==> src/rtl/apc_defines.svh <==
// register map, field positions, reset values and divider counts of the analog power control
// Overview of operation
// supply tap enable set connects the analog supply to the tap output; clear disconnects.
// input select 00 half supply, 01 third, 10 external input, 11 floating.
// result one means supply above 2.3 V (select 00) or 3.5 V (select 01).
// battery status bit 0 reads one when the selected voltage exceeds 1.2 V.
// battery status is read-only; writes have no effect.
// comparator enable bit 1 of supply-monitor control switches the comparator on or off.
// bandgap enable bit 6 turns bandgap reference and temperature sensor on together.
// regulator enable bit 5 turns the analog supply regulator on; clear leaves it off.
// common-voltage enable bit 1 holds analog common at half supply; clear floats it.
// bias enable bit 0 powers bias supply; without it analog functions are not operable.
// doubler clock is main/200, main/100 by rate select, or external/32 by source bit.
// software enables doubler, regulator, bias, then common voltage, comparator or bandgap.
// all implemented control bits reset to zero, every analog function disabled.
// unimplemented control bits ignore writes and read back as zero.
// doubler enable bit 6 of pump clock control starts or stops the doubler.
// every enable and select is a stable level, updated on the completing write edge.
// comparator result passes a synchroniser before it is read.
`ifndef APC_DEFINES_SVH
`define APC_DEFINES_SVH

`define APC_IDX_CLOCK_SELECT 6'h14
`define APC_IDX_PUMP_CLOCK 6'h15
`define APC_IDX_SUPPLY_MON 6'h1c
`define APC_IDX_ANALOG_EN 6'h1d
`define APC_IDX_BATT_STATUS 6'h1f
`define APC_IDX_IRQ_STATUS 6'h20
`define APC_IDX_IRQ_CLEAR 6'h21
`define APC_IDX_IRQ_ENABLE 6'h22

`define APC_REG_RESET 8'h00
`define APC_MASK_CLOCK_SELECT 8'hef
`define APC_MASK_PUMP_CLOCK 8'h4f
`define APC_MASK_SUPPLY_MON 8'h1e
`define APC_MASK_ANALOG_EN 8'h63
`define APC_MASK_BATT_STATUS 8'h01
`define APC_MASK_IRQ 8'h03

`define APC_CKS_SRC_BIT 0
`define APC_PCK_DOUBLER_BIT 6
`define APC_PCK_RATE_BIT 0
`define APC_SMC_TAP_BIT 4
`define APC_SMC_SEL_HI 3
`define APC_SMC_SEL_LO 2
`define APC_SMC_CMP_BIT 1
`define APC_AEN_BANDGAP_BIT 6
`define APC_AEN_REG_BIT 5
`define APC_AEN_COMMON_BIT 1
`define APC_AEN_BIAS_BIT 0
`define APC_BAT_RESULT_BIT 0
`define APC_IRQ_RISE_BIT 0
`define APC_IRQ_FALL_BIT 1

`define APC_SYNC_LOWBAT 0
`define APC_SYNC_MAIN 1
`define APC_SYNC_EXT 2

`define APC_HALF_MAIN_SLOW 7'd100
`define APC_HALF_MAIN_FAST 7'd50
`define APC_HALF_EXT 7'd16

`endif

==> src/rtl/apc_pkg.sv <==
// types shared by the analog power control modules
package apc_pkg;

    typedef enum logic [1:0] {
        APC_LB_HALF = 2'b00,
        APC_LB_THIRD = 2'b01,
        APC_LB_EXT = 2'b10,
        APC_LB_FLOAT = 2'b11
    } apc_lb_sel_t;

    typedef struct packed {
        logic ack;
        logic [7:0] rdata;
        logic [7:0] cks;
        logic [7:0] pump_clock_ctrl;
        logic [7:0] smc;
        logic [7:0] aen;
        logic [2:0] s1;
        logic [2:0] s2;
        logic [2:0] s3;
        logic [2:0] stable;
        logic lb_prev;
        logic [1:0] irq_stat;
        logic [1:0] irq_en;
        logic above_low;
        logic above_high;
    } apc_regs_state_t;

    typedef struct packed {
        logic [6:0] cnt;
        logic pump_clk;
        logic main_prev;
        logic ext_prev;
    } apc_div_state_t;

endpackage : apc_pkg

==> src/rtl/apc_div_if.sv <==
// carrier between register bank and doubler clock divider
`timescale 1ns/1ps
interface apc_div_if;
    logic main_lvl;
    logic ext_lvl;
    logic src_sel;
    logic rate_sel;
    logic run;
    logic pump_clk;

    modport ctl (output main_lvl, output ext_lvl, output src_sel, output rate_sel,
        output run, input pump_clk);
    modport div (input main_lvl, input ext_lvl, input src_sel, input rate_sel,
        input run, output pump_clk);
endinterface : apc_div_if

==> src/rtl/apc_power_regs.sv <==
// analog power control register bank with wishbone slave and interrupt
//
// Design decision made here: the Wishbone slave port.
`timescale 1ns/1ps
`include "apc_defines.svh"
module apc_power_regs
    import apc_pkg::*;
(
    input wire logic clk,
    input wire logic resetn,
    input wire logic wb_cyc,
    input wire logic wb_stb,
    input wire logic wb_we,
    input wire logic [7:0] wb_adr,
    input wire logic [3:0] wb_sel,
    input wire logic [31:0] wb_wdata,
    output logic [31:0] wb_rdata,
    output logic wb_ack,
    input wire logic main_clock,
    input wire logic external_osc_clock,
    input wire logic lowbat_result_async,
    output logic [7:0] clock_select_out,
    output logic main_clk_src_sel,
    output logic doubler_en,
    output logic doubler_rate_sel,
    output logic doubler_clk,
    output logic regulator_en,
    output logic supply_tap_en,
    output logic bias_en,
    output logic common_voltage_en,
    output logic bandgap_en,
    output logic lowbat_cmp_en,
    output logic [1:0] lowbat_input_sel,
    output logic lowbat_route_half,
    output logic lowbat_route_third,
    output logic lowbat_route_ext,
    output logic supply_above_2v3,
    output logic supply_above_3v5,
    output logic analog_ready,
    output logic irq
);

    apc_regs_state_t q;
    apc_regs_state_t d;

    apc_div_if div_link();

    logic req;
    logic wr_now;
    logic [5:0] idx;
    logic [7:0] wbyte;
    logic [7:0] rd_value;
    logic [2:0] route;
    logic lb_valid;
    logic lb_now;
    logic [1:0] irq_events;
    logic [1:0] irq_clear;

    // one-hot comparator input route: half, third, external; floating drives none
    function automatic logic [2:0] lb_route(input logic [1:0] sel);
        logic [2:0] r;
        r = 3'b000;
        unique case (apc_lb_sel_t'(sel))
            APC_LB_HALF: begin
                r = 3'b001;
            end
            APC_LB_THIRD: begin
                r = 3'b010;
            end
            APC_LB_EXT: begin
                r = 3'b100;
            end
            APC_LB_FLOAT: begin
                r = 3'b000;
            end
        endcase
        return r;
    endfunction : lb_route

    // merge a write into a register, keeping unimplemented bits at zero
    function automatic logic [7:0] masked_write(input logic [7:0] data, input logic [7:0] mask);
        return data & mask;
    endfunction : masked_write

    always_comb begin
        d = q;
        req = wb_cyc & wb_stb;
        idx = wb_adr[7:2];
        wbyte = wb_wdata[7:0];
        // writes land on the edge where the master samples ack, not before
        wr_now = req & wb_we & q.ack & wb_sel[0];
        irq_clear = 2'b00;

        // three-stage synchronisers; a change counts when stages two and three agree
        d.s1 = {external_osc_clock, main_clock, lowbat_result_async};
        d.s2 = q.s1;
        d.s3 = q.s2;
        for (int i = 0; i < 3; i++) begin
            if (q.s2[i] == q.s3[i]) begin
                d.stable[i] = q.s3[i];
            end
        end

        // comparator result is only meaningful with bias up and the comparator on
        route = lb_route(q.smc[`APC_SMC_SEL_HI:`APC_SMC_SEL_LO]);
        lb_valid = q.smc[`APC_SMC_CMP_BIT] & q.aen[`APC_AEN_BIAS_BIT] & (|route);
        lb_now = q.stable[`APC_SYNC_LOWBAT] & lb_valid;
        d.lb_prev = lb_now;
        d.above_low = lb_now & route[0];
        d.above_high = lb_now & route[1];

        irq_events = 2'b00;
        irq_events[`APC_IRQ_RISE_BIT] = lb_now & ~q.lb_prev;
        irq_events[`APC_IRQ_FALL_BIT] = ~lb_now & q.lb_prev;

        // bus answer: ack one cycle after the request, dropped the cycle after
        d.ack = req & ~q.ack;

        rd_value = 8'h00;
        unique case (idx)
            `APC_IDX_CLOCK_SELECT: begin
                rd_value = q.cks & `APC_MASK_CLOCK_SELECT;
            end
            `APC_IDX_PUMP_CLOCK: begin
                rd_value = q.pump_clock_ctrl & `APC_MASK_PUMP_CLOCK;
            end
            `APC_IDX_SUPPLY_MON: begin
                rd_value = q.smc & `APC_MASK_SUPPLY_MON;
            end
            `APC_IDX_ANALOG_EN: begin
                rd_value = q.aen & `APC_MASK_ANALOG_EN;
            end
            `APC_IDX_BATT_STATUS: begin
                rd_value[`APC_BAT_RESULT_BIT] = lb_now;
            end
            `APC_IDX_IRQ_STATUS: begin
                rd_value = {6'h00, q.irq_stat};
            end
            `APC_IDX_IRQ_ENABLE: begin
                rd_value = {6'h00, q.irq_en};
            end
            default: begin
                // unmapped and write-only addresses read as zero and still ack
                rd_value = 8'h00;
            end
        endcase
        if (req & ~q.ack) begin
            d.rdata = rd_value;
        end

        if (wr_now) begin
            unique case (idx)
                `APC_IDX_CLOCK_SELECT: begin
                    d.cks = masked_write(wbyte, `APC_MASK_CLOCK_SELECT);
                end
                `APC_IDX_PUMP_CLOCK: begin
                    d.pump_clock_ctrl = masked_write(wbyte, `APC_MASK_PUMP_CLOCK);
                end
                `APC_IDX_SUPPLY_MON: begin
                    d.smc = masked_write(wbyte, `APC_MASK_SUPPLY_MON);
                end
                `APC_IDX_ANALOG_EN: begin
                    d.aen = masked_write(wbyte, `APC_MASK_ANALOG_EN);
                end
                `APC_IDX_BATT_STATUS: begin
                    d.aen = q.aen;
                end
                `APC_IDX_IRQ_CLEAR: begin
                    irq_clear = wbyte[1:0];
                end
                `APC_IDX_IRQ_ENABLE: begin
                    d.irq_en = wbyte[1:0];
                end
                default: begin
                    d.irq_en = q.irq_en;
                end
            endcase
        end

        // a new event in the clearing cycle survives the clear
        d.irq_stat = (q.irq_stat & ~irq_clear) | irq_events;
    end

    always_ff @(posedge clk or negedge resetn) begin
        if (!resetn) begin
            q <= '0;
        end else begin
            q <= d;
        end
    end

    // divider takes synchronised clock levels and the rate controls
    assign div_link.main_lvl = q.stable[`APC_SYNC_MAIN];
    assign div_link.ext_lvl = q.stable[`APC_SYNC_EXT];
    assign div_link.src_sel = q.cks[`APC_CKS_SRC_BIT];
    assign div_link.rate_sel = q.pump_clock_ctrl[`APC_PCK_RATE_BIT];
    assign div_link.run = q.pump_clock_ctrl[`APC_PCK_DOUBLER_BIT];

    apc_pump_div u_pump_div (
        .clk(clk),
        .resetn(resetn),
        .dv(div_link.div)
    );

    assign wb_rdata = {24'h000000, q.rdata};
    assign wb_ack = q.ack;

    assign clock_select_out = q.cks;
    assign main_clk_src_sel = q.cks[`APC_CKS_SRC_BIT];
    assign doubler_en = q.pump_clock_ctrl[`APC_PCK_DOUBLER_BIT];
    assign doubler_rate_sel = q.pump_clock_ctrl[`APC_PCK_RATE_BIT];
    assign doubler_clk = div_link.pump_clk;
    assign regulator_en = q.aen[`APC_AEN_REG_BIT];
    assign supply_tap_en = q.smc[`APC_SMC_TAP_BIT];
    assign bias_en = q.aen[`APC_AEN_BIAS_BIT];
    assign common_voltage_en = q.aen[`APC_AEN_COMMON_BIT];
    assign bandgap_en = q.aen[`APC_AEN_BANDGAP_BIT];
    assign lowbat_cmp_en = q.smc[`APC_SMC_CMP_BIT];
    assign lowbat_input_sel = q.smc[`APC_SMC_SEL_HI:`APC_SMC_SEL_LO];
    assign lowbat_route_half = route[0];
    assign lowbat_route_third = route[1];
    assign lowbat_route_ext = route[2];
    assign supply_above_2v3 = q.above_low;
    assign supply_above_3v5 = q.above_high;
    // not a sequencing check: regulator plus bias is the least for analog use
    assign analog_ready = q.aen[`APC_AEN_REG_BIT] & q.aen[`APC_AEN_BIAS_BIT];
    assign irq = |(q.irq_stat & q.irq_en);

endmodule : apc_power_regs

==> src/rtl/apc_pump_div.sv <==
// doubler switching clock divider
`timescale 1ns/1ps
`include "apc_defines.svh"
module apc_pump_div
    import apc_pkg::*;
(
    input wire logic clk,
    input wire logic resetn,
    apc_div_if.div dv
);

    apc_div_state_t q;
    apc_div_state_t d;
    logic edge_seen;
    logic [6:0] half;

    always_comb begin
        d = q;
        d.main_prev = dv.main_lvl;
        d.ext_prev = dv.ext_lvl;
        edge_seen = dv.src_sel ? (dv.ext_lvl & ~q.ext_prev) : (dv.main_lvl & ~q.main_prev);
        if (dv.src_sel) begin
            half = `APC_HALF_EXT;
        end else if (dv.rate_sel) begin
            half = `APC_HALF_MAIN_FAST;
        end else begin
            half = `APC_HALF_MAIN_SLOW;
        end
        if (!dv.run) begin
            d.cnt = 7'd0;
            d.pump_clk = 1'b0;
        end else if (edge_seen) begin
            // >= so a source change mid-count cannot overrun the new length
            if (q.cnt >= half - 7'd1) begin
                d.cnt = 7'd0;
                d.pump_clk = ~q.pump_clk;
            end else begin
                d.cnt = q.cnt + 7'd1;
            end
        end
    end

    always_ff @(posedge clk or negedge resetn) begin
        if (!resetn) begin
            q <= '0;
        end else begin
            q <= d;
        end
    end

    assign dv.pump_clk = q.pump_clk;

endmodule : apc_pump_div

==> config.mk <==
export PLATFORM = sky130hd
export DESIGN_NAME = apc_power_regs
export DESIGN_NICKNAME = d
export VERILOG_FILES = /design/src/rtl/apc_pkg.sv /design/src/rtl/apc_div_if.sv /design/src/rtl/apc_power_regs.sv /design/src/rtl/apc_pump_div.sv
export VERILOG_INCLUDE_DIRS = /design/src /design/src/rtl
export SDC_FILE = /design/constraint.sdc
export NUM_CORES = 1
export LEC_CHECK = 0
export ABC_AREA = 1
export BUFFER_PORTS_ARGS = -buffer_cell sky130_fd_sc_hd__buf_2
export CORE_ASPECT_RATIO = 1.1
export CORE_MARGIN = 8
export CORE_UTILIZATION = 55
export CTS_BUF_LIST = sky130_fd_sc_hd__clkbuf_8
export DETAILED_ROUTE_END_ITERATION = 6
export PLACE_DENSITY = 0.91
export SLEW_MARGIN = 20
export SYNTH_ARGS = -nofsm -noshare
export SYNTH_HDL_FRONTEND = slang
export SYNTH_SLANG_ARGS = --single-unit
==> constraint.sdc <==
create_clock -name clk -period 4.35 [get_ports clk]
set_input_delay 0.6525 -clock clk [delete_from_list [all_inputs] [get_ports clk]]
set_output_delay 0.6525 -clock clk [all_outputs]
set_load 0.05 [all_outputs]
After elaboration in Yosys (flattened, before gate mapping)
Index checks and enable logic that the tools add are counted.
- register bits after elaboration: 58
- input port bits: 52
- output and inout bits: 60
- logic and storage cells: 86
- add/sub/neg operators: 2
- magnitude comparators: 1
- eq/ne operators: 16
- muxes and demuxes: 12
- bitwise operators: 25
- reductions and logical operators: 9
- operators by type and width (operator ; number):
    case mux 7 bit (6 select lines) ; 1
    == test 6 x 5 -> 1 bit (second input constant) ; 5
    two-way mux 7 bit ; 3
    == test 6 bit (second input constant) ; 3
    two-way mux 8 bit ; 2
    bitwise AND 1 bit ; 15
    case mux 3 bit (4 select lines) ; 1
    AND reduction 2 bit ; 6
    adder 7 x 1 -> 7 bit (second input constant) ; 1
    >= comparator 7 bit ; 1
    subtractor 7 x 1 -> 7 bit (second input constant) ; 1
    inverter 1 bit ; 6
    case mux 1 bit (6 select lines) ; 1
    bitwise AND 2 bit ; 2
    == test 2 bit (second input constant) ; 2
    two-way mux 2 bit ; 2
    != test 2 x 1 -> 1 bit (second input constant) ; 2
    == test 1 bit ; 3
    OR reduction 3 bit ; 1
    == test 2 x 1 -> 1 bit (second input constant) ; 1
    logical NOT 2 bit ; 1
    two-way mux 1 bit ; 2
    inverter 2 bit ; 1
    bitwise OR 2 bit ; 1
    OR reduction 2 bit ; 1

Logic depth before layout (Yosys ltp)
- word-level depth: 8
- depth in mapped cells: 13
- depth with buffers taken out: 13

Cells and area by module
From an unflattened synthesis, not the netlist that was laid out.
- cell total of the unflattened synthesis: 370
- area total of the unflattened synthesis: 3136.8 um^2
- modules (own cells, without submodules) (module ; instances ; cells each ; area each (um^2)):
    apc_power_regs ; 1 ; 273 ; 2437.3
    apc_pump_div ; 1 ; 97 ; 699.4

Worst setup path after synthesis
OpenSTA, ideal clock, no wires.
- path type: reg2reg
- start point: register q (netlist bit clock_select_out[0])
- end point: register u_pump_div.q[6] (netlist name)
- library setup time: 0.071 ns
- data arrival time: 2.070 ns
- required time: 4.279 ns
- slack: 2.209 ns
- cell stages (with the launch flop): 11
- period minus slack after synthesis: 2.141 ns
- cells stage by stage: dfrtp_1 -> or2_2 -> ha_1 -> ha_1 -> a21oi_1 -> nand2_1 -> nand2_1 -> nand2_1 -> nand2_2 -> inv_1 -> nor2_1
- word-level cells in the longest chain between the ends: 6
- elaborated cells between the ends (all ways): 8
- those cells by class: add/sub (1); order compare (1); eq/ne (1); mux (5)
- ends and longest elaborated chain (what ; RTL line ; source):
    from (decl) ; apc_power_regs.sv:43 ; apc_regs_state_t q;
    from (signal assigned) ; apc_power_regs.sv:186 ; q <= '0;
    from (signal assigned) ; apc_power_regs.sv:188 ; q <= d;
    two-way mux 7 bit ; apc_pump_div.sv:22 ; if (dv.src_sel) begin
    subtractor 7 x 1 -> 7 bit ; apc_pump_div.sv:34 ; if (q.cnt >= half - 7'd1) begin
    >= comparator 7 bit ; apc_pump_div.sv:34 ;
    two-way mux 7 bit ; apc_pump_div.sv:34 ;
    two-way mux 8 bit ; apc_pump_div.sv:32 ; end else if (edge_seen) begin
    two-way mux 8 bit ; apc_pump_div.sv:29 ; if (!dv.run) begin
    to (signal assigned) ; apc_pump_div.sv:45 ; q <= '0;
    to (signal assigned) ; apc_pump_div.sv:47 ; q <= d;
    to (decl) ; apc_pump_div.sv:12 ; apc_div_state_t q;
Parallel ways exist; a longest one is shown, timed or not. The select of a mux whose other input is x is not followed.
A chain may end at the register's enable or synchronous reset.

Worst setup path after layout
Same ends and word-level chain as after synthesis.

==> results.rst <==
.. list-table::
   :header-rows: 1

   * - Metric
     - Value
   * - Outcome
     - complete, no violations
   * - Die Span Y
     - 94.3 µm
   * - 1st-iter DRT viols
     - 156
   * - Share of synthesized cell area in and, or, nand and nor gates
     - 24.9%
   * - Post-synthesis mux area share
     - 0%
   * - Category of the most critical setup path
     - reg -> reg
   * - Share of synthesized area occupied by flip-flops and latches
     - 47.3%
   * - Antenna violations before repair
     - 0
   * - Worst Setup End Kind
     - flip-flop
   * - Dominant cells by area after synthesis
     - dfrtp_1 (47%), nand2_1 (11%), buf_4 (10%)
   * - Arrival time of the worst setup path
     - 2.41 ns
   * - Dominant synthesized flop cell
     - dfrtp_1
   * - Max transition margin
     - 52.5%
   * - Number of flops mapped to enable cells by yosys
     - 0
   * - Cells after synthesis
     - 359
   * - Clock tree from TritonCTS
     - done
   * - Global router's overall resource usage
     - 17.4%
   * - Synth Area in XOR/XNOR
     - 0.856%
   * - Initial core utilization
     - 56.9%
   * - Core region area
     - 5400 µm²
   * - Post-synthesis cell area
     - 3070 µm²
   * - Synth top area share
     - 47.3%
   * - Final number of hold-violating endpoints
     - 0
   * - Via count of the first global-routing pass
     - 2,387
   * - Buffer count from post-CTS setup fixing
     - 0
   * - Average wire per standard cell
     - 13.8 µm
   * - Number of endpoints failing setup at the final stage
     - 0
   * - Max-cap check violation count
     - 0
   * - Maximum root-to-sink buffer count
     - 2
   * - Final core area utilization
     - 63.3%
   * - Fmax
     - 465 MHz
   * - Floorplan die area
     - 8230 µm²
   * - Quantity of I/O buffers inserted on ports
     - 57
   * - Total number of vias
     - 2,391
   * - Maximum number of pins on one net before global-route repair
     - 59
   * - Total half-perimeter wirelength after legalization and detailed placement
     - 4.99 mm
   * - Part of the total power dissipated in combinational logic
     - 10.4%
   * - Final Max Slew Viols
     - 0
   * - Largest area contributor in the synthesized netlist
     - dfrtp_1
   * - Number of cells upsized or downsized after cts
     - 0
   * - Routability cong.
     - 0.853
   * - Int Pwr
     - 0.000908 W
   * - Pre-Repair DR Iteration Count
     - 4
   * - Combinational family with the most area after synthesis
     - simple AND/OR/NAND/NOR gates
   * - Worst-case vdd ir drop
     - 0.000333 V
   * - Number of cells traversed by the worst register-to-register path
     - 10
   * - Number of H-tree levels
     - 3
   * - Switching power as a share of total power
     - 26.1%
   * - FP Rows
     - 28
   * - Fraction of final layout cells sized beyond drive strength 1
     - 24.4%
   * - Fill cell instance count of the final layout
     - 447
   * - Later-pin clock latency in the skew report
     - 0.33 ns
   * - FF-to-FF setup slack
     - 2.20 ns
   * - Post-Place Worst Slack
     - 2.22 ns
   * - Fin nets
     - 465
   * - Hold Buf Count CTS
     - 0
   * - Total power divided by cell area
     - 360 nW/µm²
   * - Number of library cell types mapped by synthesis
     - 32
   * - Critical-path maximum fanout
     - 10
   * - Clock group share of total power
     - 43.9%
   * - Total detailed-routing wirelength
     - 6.68 mm
   * - Fraction of power consumed by sequential logic
     - 45.7%
   * - Critical Path Start Type
     - flip-flop
   * - Wire length of the first global-routing pass
     - 11.1 mm
   * - Mean cell area of the mapped netlist
     - 8.55 µm²
   * - Classification of the worst-slack hold path
     - reg -> reg
   * - Clk sink count
     - 58
   * - Root buf cell
     - clkbuf_8
   * - Gr ovfl total
     - 0
   * - Total inserted antenna cells
     - 0
   * - Residual DRC count
     - 0
   * - Required time at the worst-slack endpoint
     - 4.61 ns
   * - Adder-cell area share of the yosys netlist
     - 4.24%
   * - RSZ-0062 raised after global routing
     - false
   * - Switching component of the power
     - 0.000321 W
   * - Final min period
     - 2.15 ns
   * - Hold path depth
     - 0
   * - Synthesized flop and latch total
     - 58
   * - Layout overhead on the synthesized area
     - 11.3%
   * - Cts bufs inserted
     - 9
   * - Transition time of the tightest slew-check pin
     - 0.710 ns
   * - Leak pwr
     - 1.87 nW
   * - Setup WS post-layout
     - 2.20 ns
   * - Die span in x
     - 87.2 µm
   * - Number of cells in the finished layout apart from fillers
     - 485
   * - Area fraction in compound gates after synthesis
     - 6.53%
   * - Count of warnings emitted by yosys
     - 0
   * - Final clock skew
     - 0.00622 ns
   * - Routed via count divided by cell count
     - 4.93
   * - Clock transition at the registers of the reported paths
     - 0.06 ns
   * - Final ANT Viol Nets
     - 0
   * - Number of placed instances with taps included
     - 469
   * - Crit share post-route
     - 49.4%
   * - Total Negative Setup Slacks
     - 0 ns
   * - Async SR Flop Fraction
     - 100%
   * - Io pins
     - 112
kinds of logic after synthesis:
logic type | Yosys count
simple gates | 168
buf+inv | 84
flops | 58
compound gates | 34
fa+ha+maj | 11
xor+xnor | 3
other cells | 1
state kept, by name, summed over array words and instances (netlist names):
name                    cells
doubler_rate_sel            1
u_pump_div.q                9
common_voltage_en           1
wb_ack                      1
u_pump_div.dv.pump_clk      1
lowbat_cmp_en               1
bias_en                     1
lowbat_input_sel            2
clock_select_out            7
supply_above_2v3            1
q                          12
supply_tap_en               1
supply_above_3v5            1
d                           6
div_link.ext_lvl            1
div_link.main_lvl           1
doubler_en                  1
regulator_en                1
bandgap_en                  1
wb_rdata                    8
Yosys cell counts (3+ instances only):
library cell	n
o21ai_1	5
buf_4	42
maj3_1	3
nand3_1	24
a21oi_1	5
inv_2	3
nand4_1	4
nand2_1	89
xor2_1	3
ha_1	8
dfrtp_1	58
nor2_4	3
o21ai_2	6
o21ai_0	15
nand2_2	8
nor2_1	30
inv_1	33
nor3_1	3
cell usage in the layout, fill, tap and decap left out, types with 2 or more instances in the layout:
cell / instances
o21ai_2: 6
o21ai_1: 5
nand2_1: 89
or2_2: 2
bufinv_16: 2
buf_2: 57
inv_2: 3
conb_1: 25
ha_1: 8
dfrtp_1: 58
nand3_1: 24
nand4_1: 4
a21oi_1: 5
nor2_1: 30
maj3_1: 3
nor3_1: 3
inv_1: 34
xor2_1: 3
clkbuf_8: 10
clkinv_2: 2
nor2_4: 3
o21ai_0: 15
nand2_2: 8
worst paths after layout:
| check | from | endpoint |
|---|---|---|
| setup / recovery | clock_select_out[0] | u_pump_div.q[6] |
| hold / removal | d[13] | d[10] |
| setup reg to reg | clock_select_out[0] | u_pump_div.q[6] |
| hold reg to reg | d[13] | d[10] |
| max in group asynchronous | resetn | q[37] |
| min in group asynchronous | resetn | u_pump_div.dv.pump_clk |
per-stage QoR:
stage | instance area [µm²] | hold slack, ns | total power [W]
finish | 3410 | 0.350 | 0.00123
global route | 3410 | 0.359 | 0.00127
CTS | 3410 | 0.353 | 0.00124
detailed placement | 3190 | 0.338 | 0.000699
global placement | 3190 | 0.332 | 0.000695
floorplan | 3160 | 0.331 | 0.000685
final cells by class:
type,instances,area [µm²],area share [%]
Clock buffer,10,138,4.03
Clock inverter,6,81.3,2.38
Inverter,37,141,4.14
Multi-Input combinational cell,241,1210,35.6
Sequential cell,58,1450,42.5
Tap cell,75,93.8,2.75
Timing Repair Buffer,58,293,8.58
power groups by stage:
stage / clock network [W] / registers (W) / logic, W
after floorplan: 0 / 0.000573 / 0.000112
after global placement: 0 / 0.000570 / 0.000125
after detailed placement: 0 / 0.000571 / 0.000127
after CTS: 0.000548 / 0.000561 / 0.000128
after global routing: 0.000570 / 0.000563 / 0.000138
final: 0.000540 / 0.000561 / 0.000128
critical path, stage by stage (launching register included):
cell	delay (ns)
dfrtp_1	0.51
or2_2	0.35
ha_1	0.27
ha_1	0.29
a21oi_1	0.13
nand2_1	0.06
nand2_1	0.07
nand2_1	0.08
nand2_2	0.11
inv_1	0.09
nor2_1	0.12
layer usage:
layer	wire, µm	GRT usage [%]	vias to the layer above
li1	-	-	1156
met1	2650	20.1	1130
met2	3350	28.3	93
met3	561	4.87	12
met4	126	10.6	0
met5	0	0	-
Note: power is estimated with default switching activity, not from simulation.
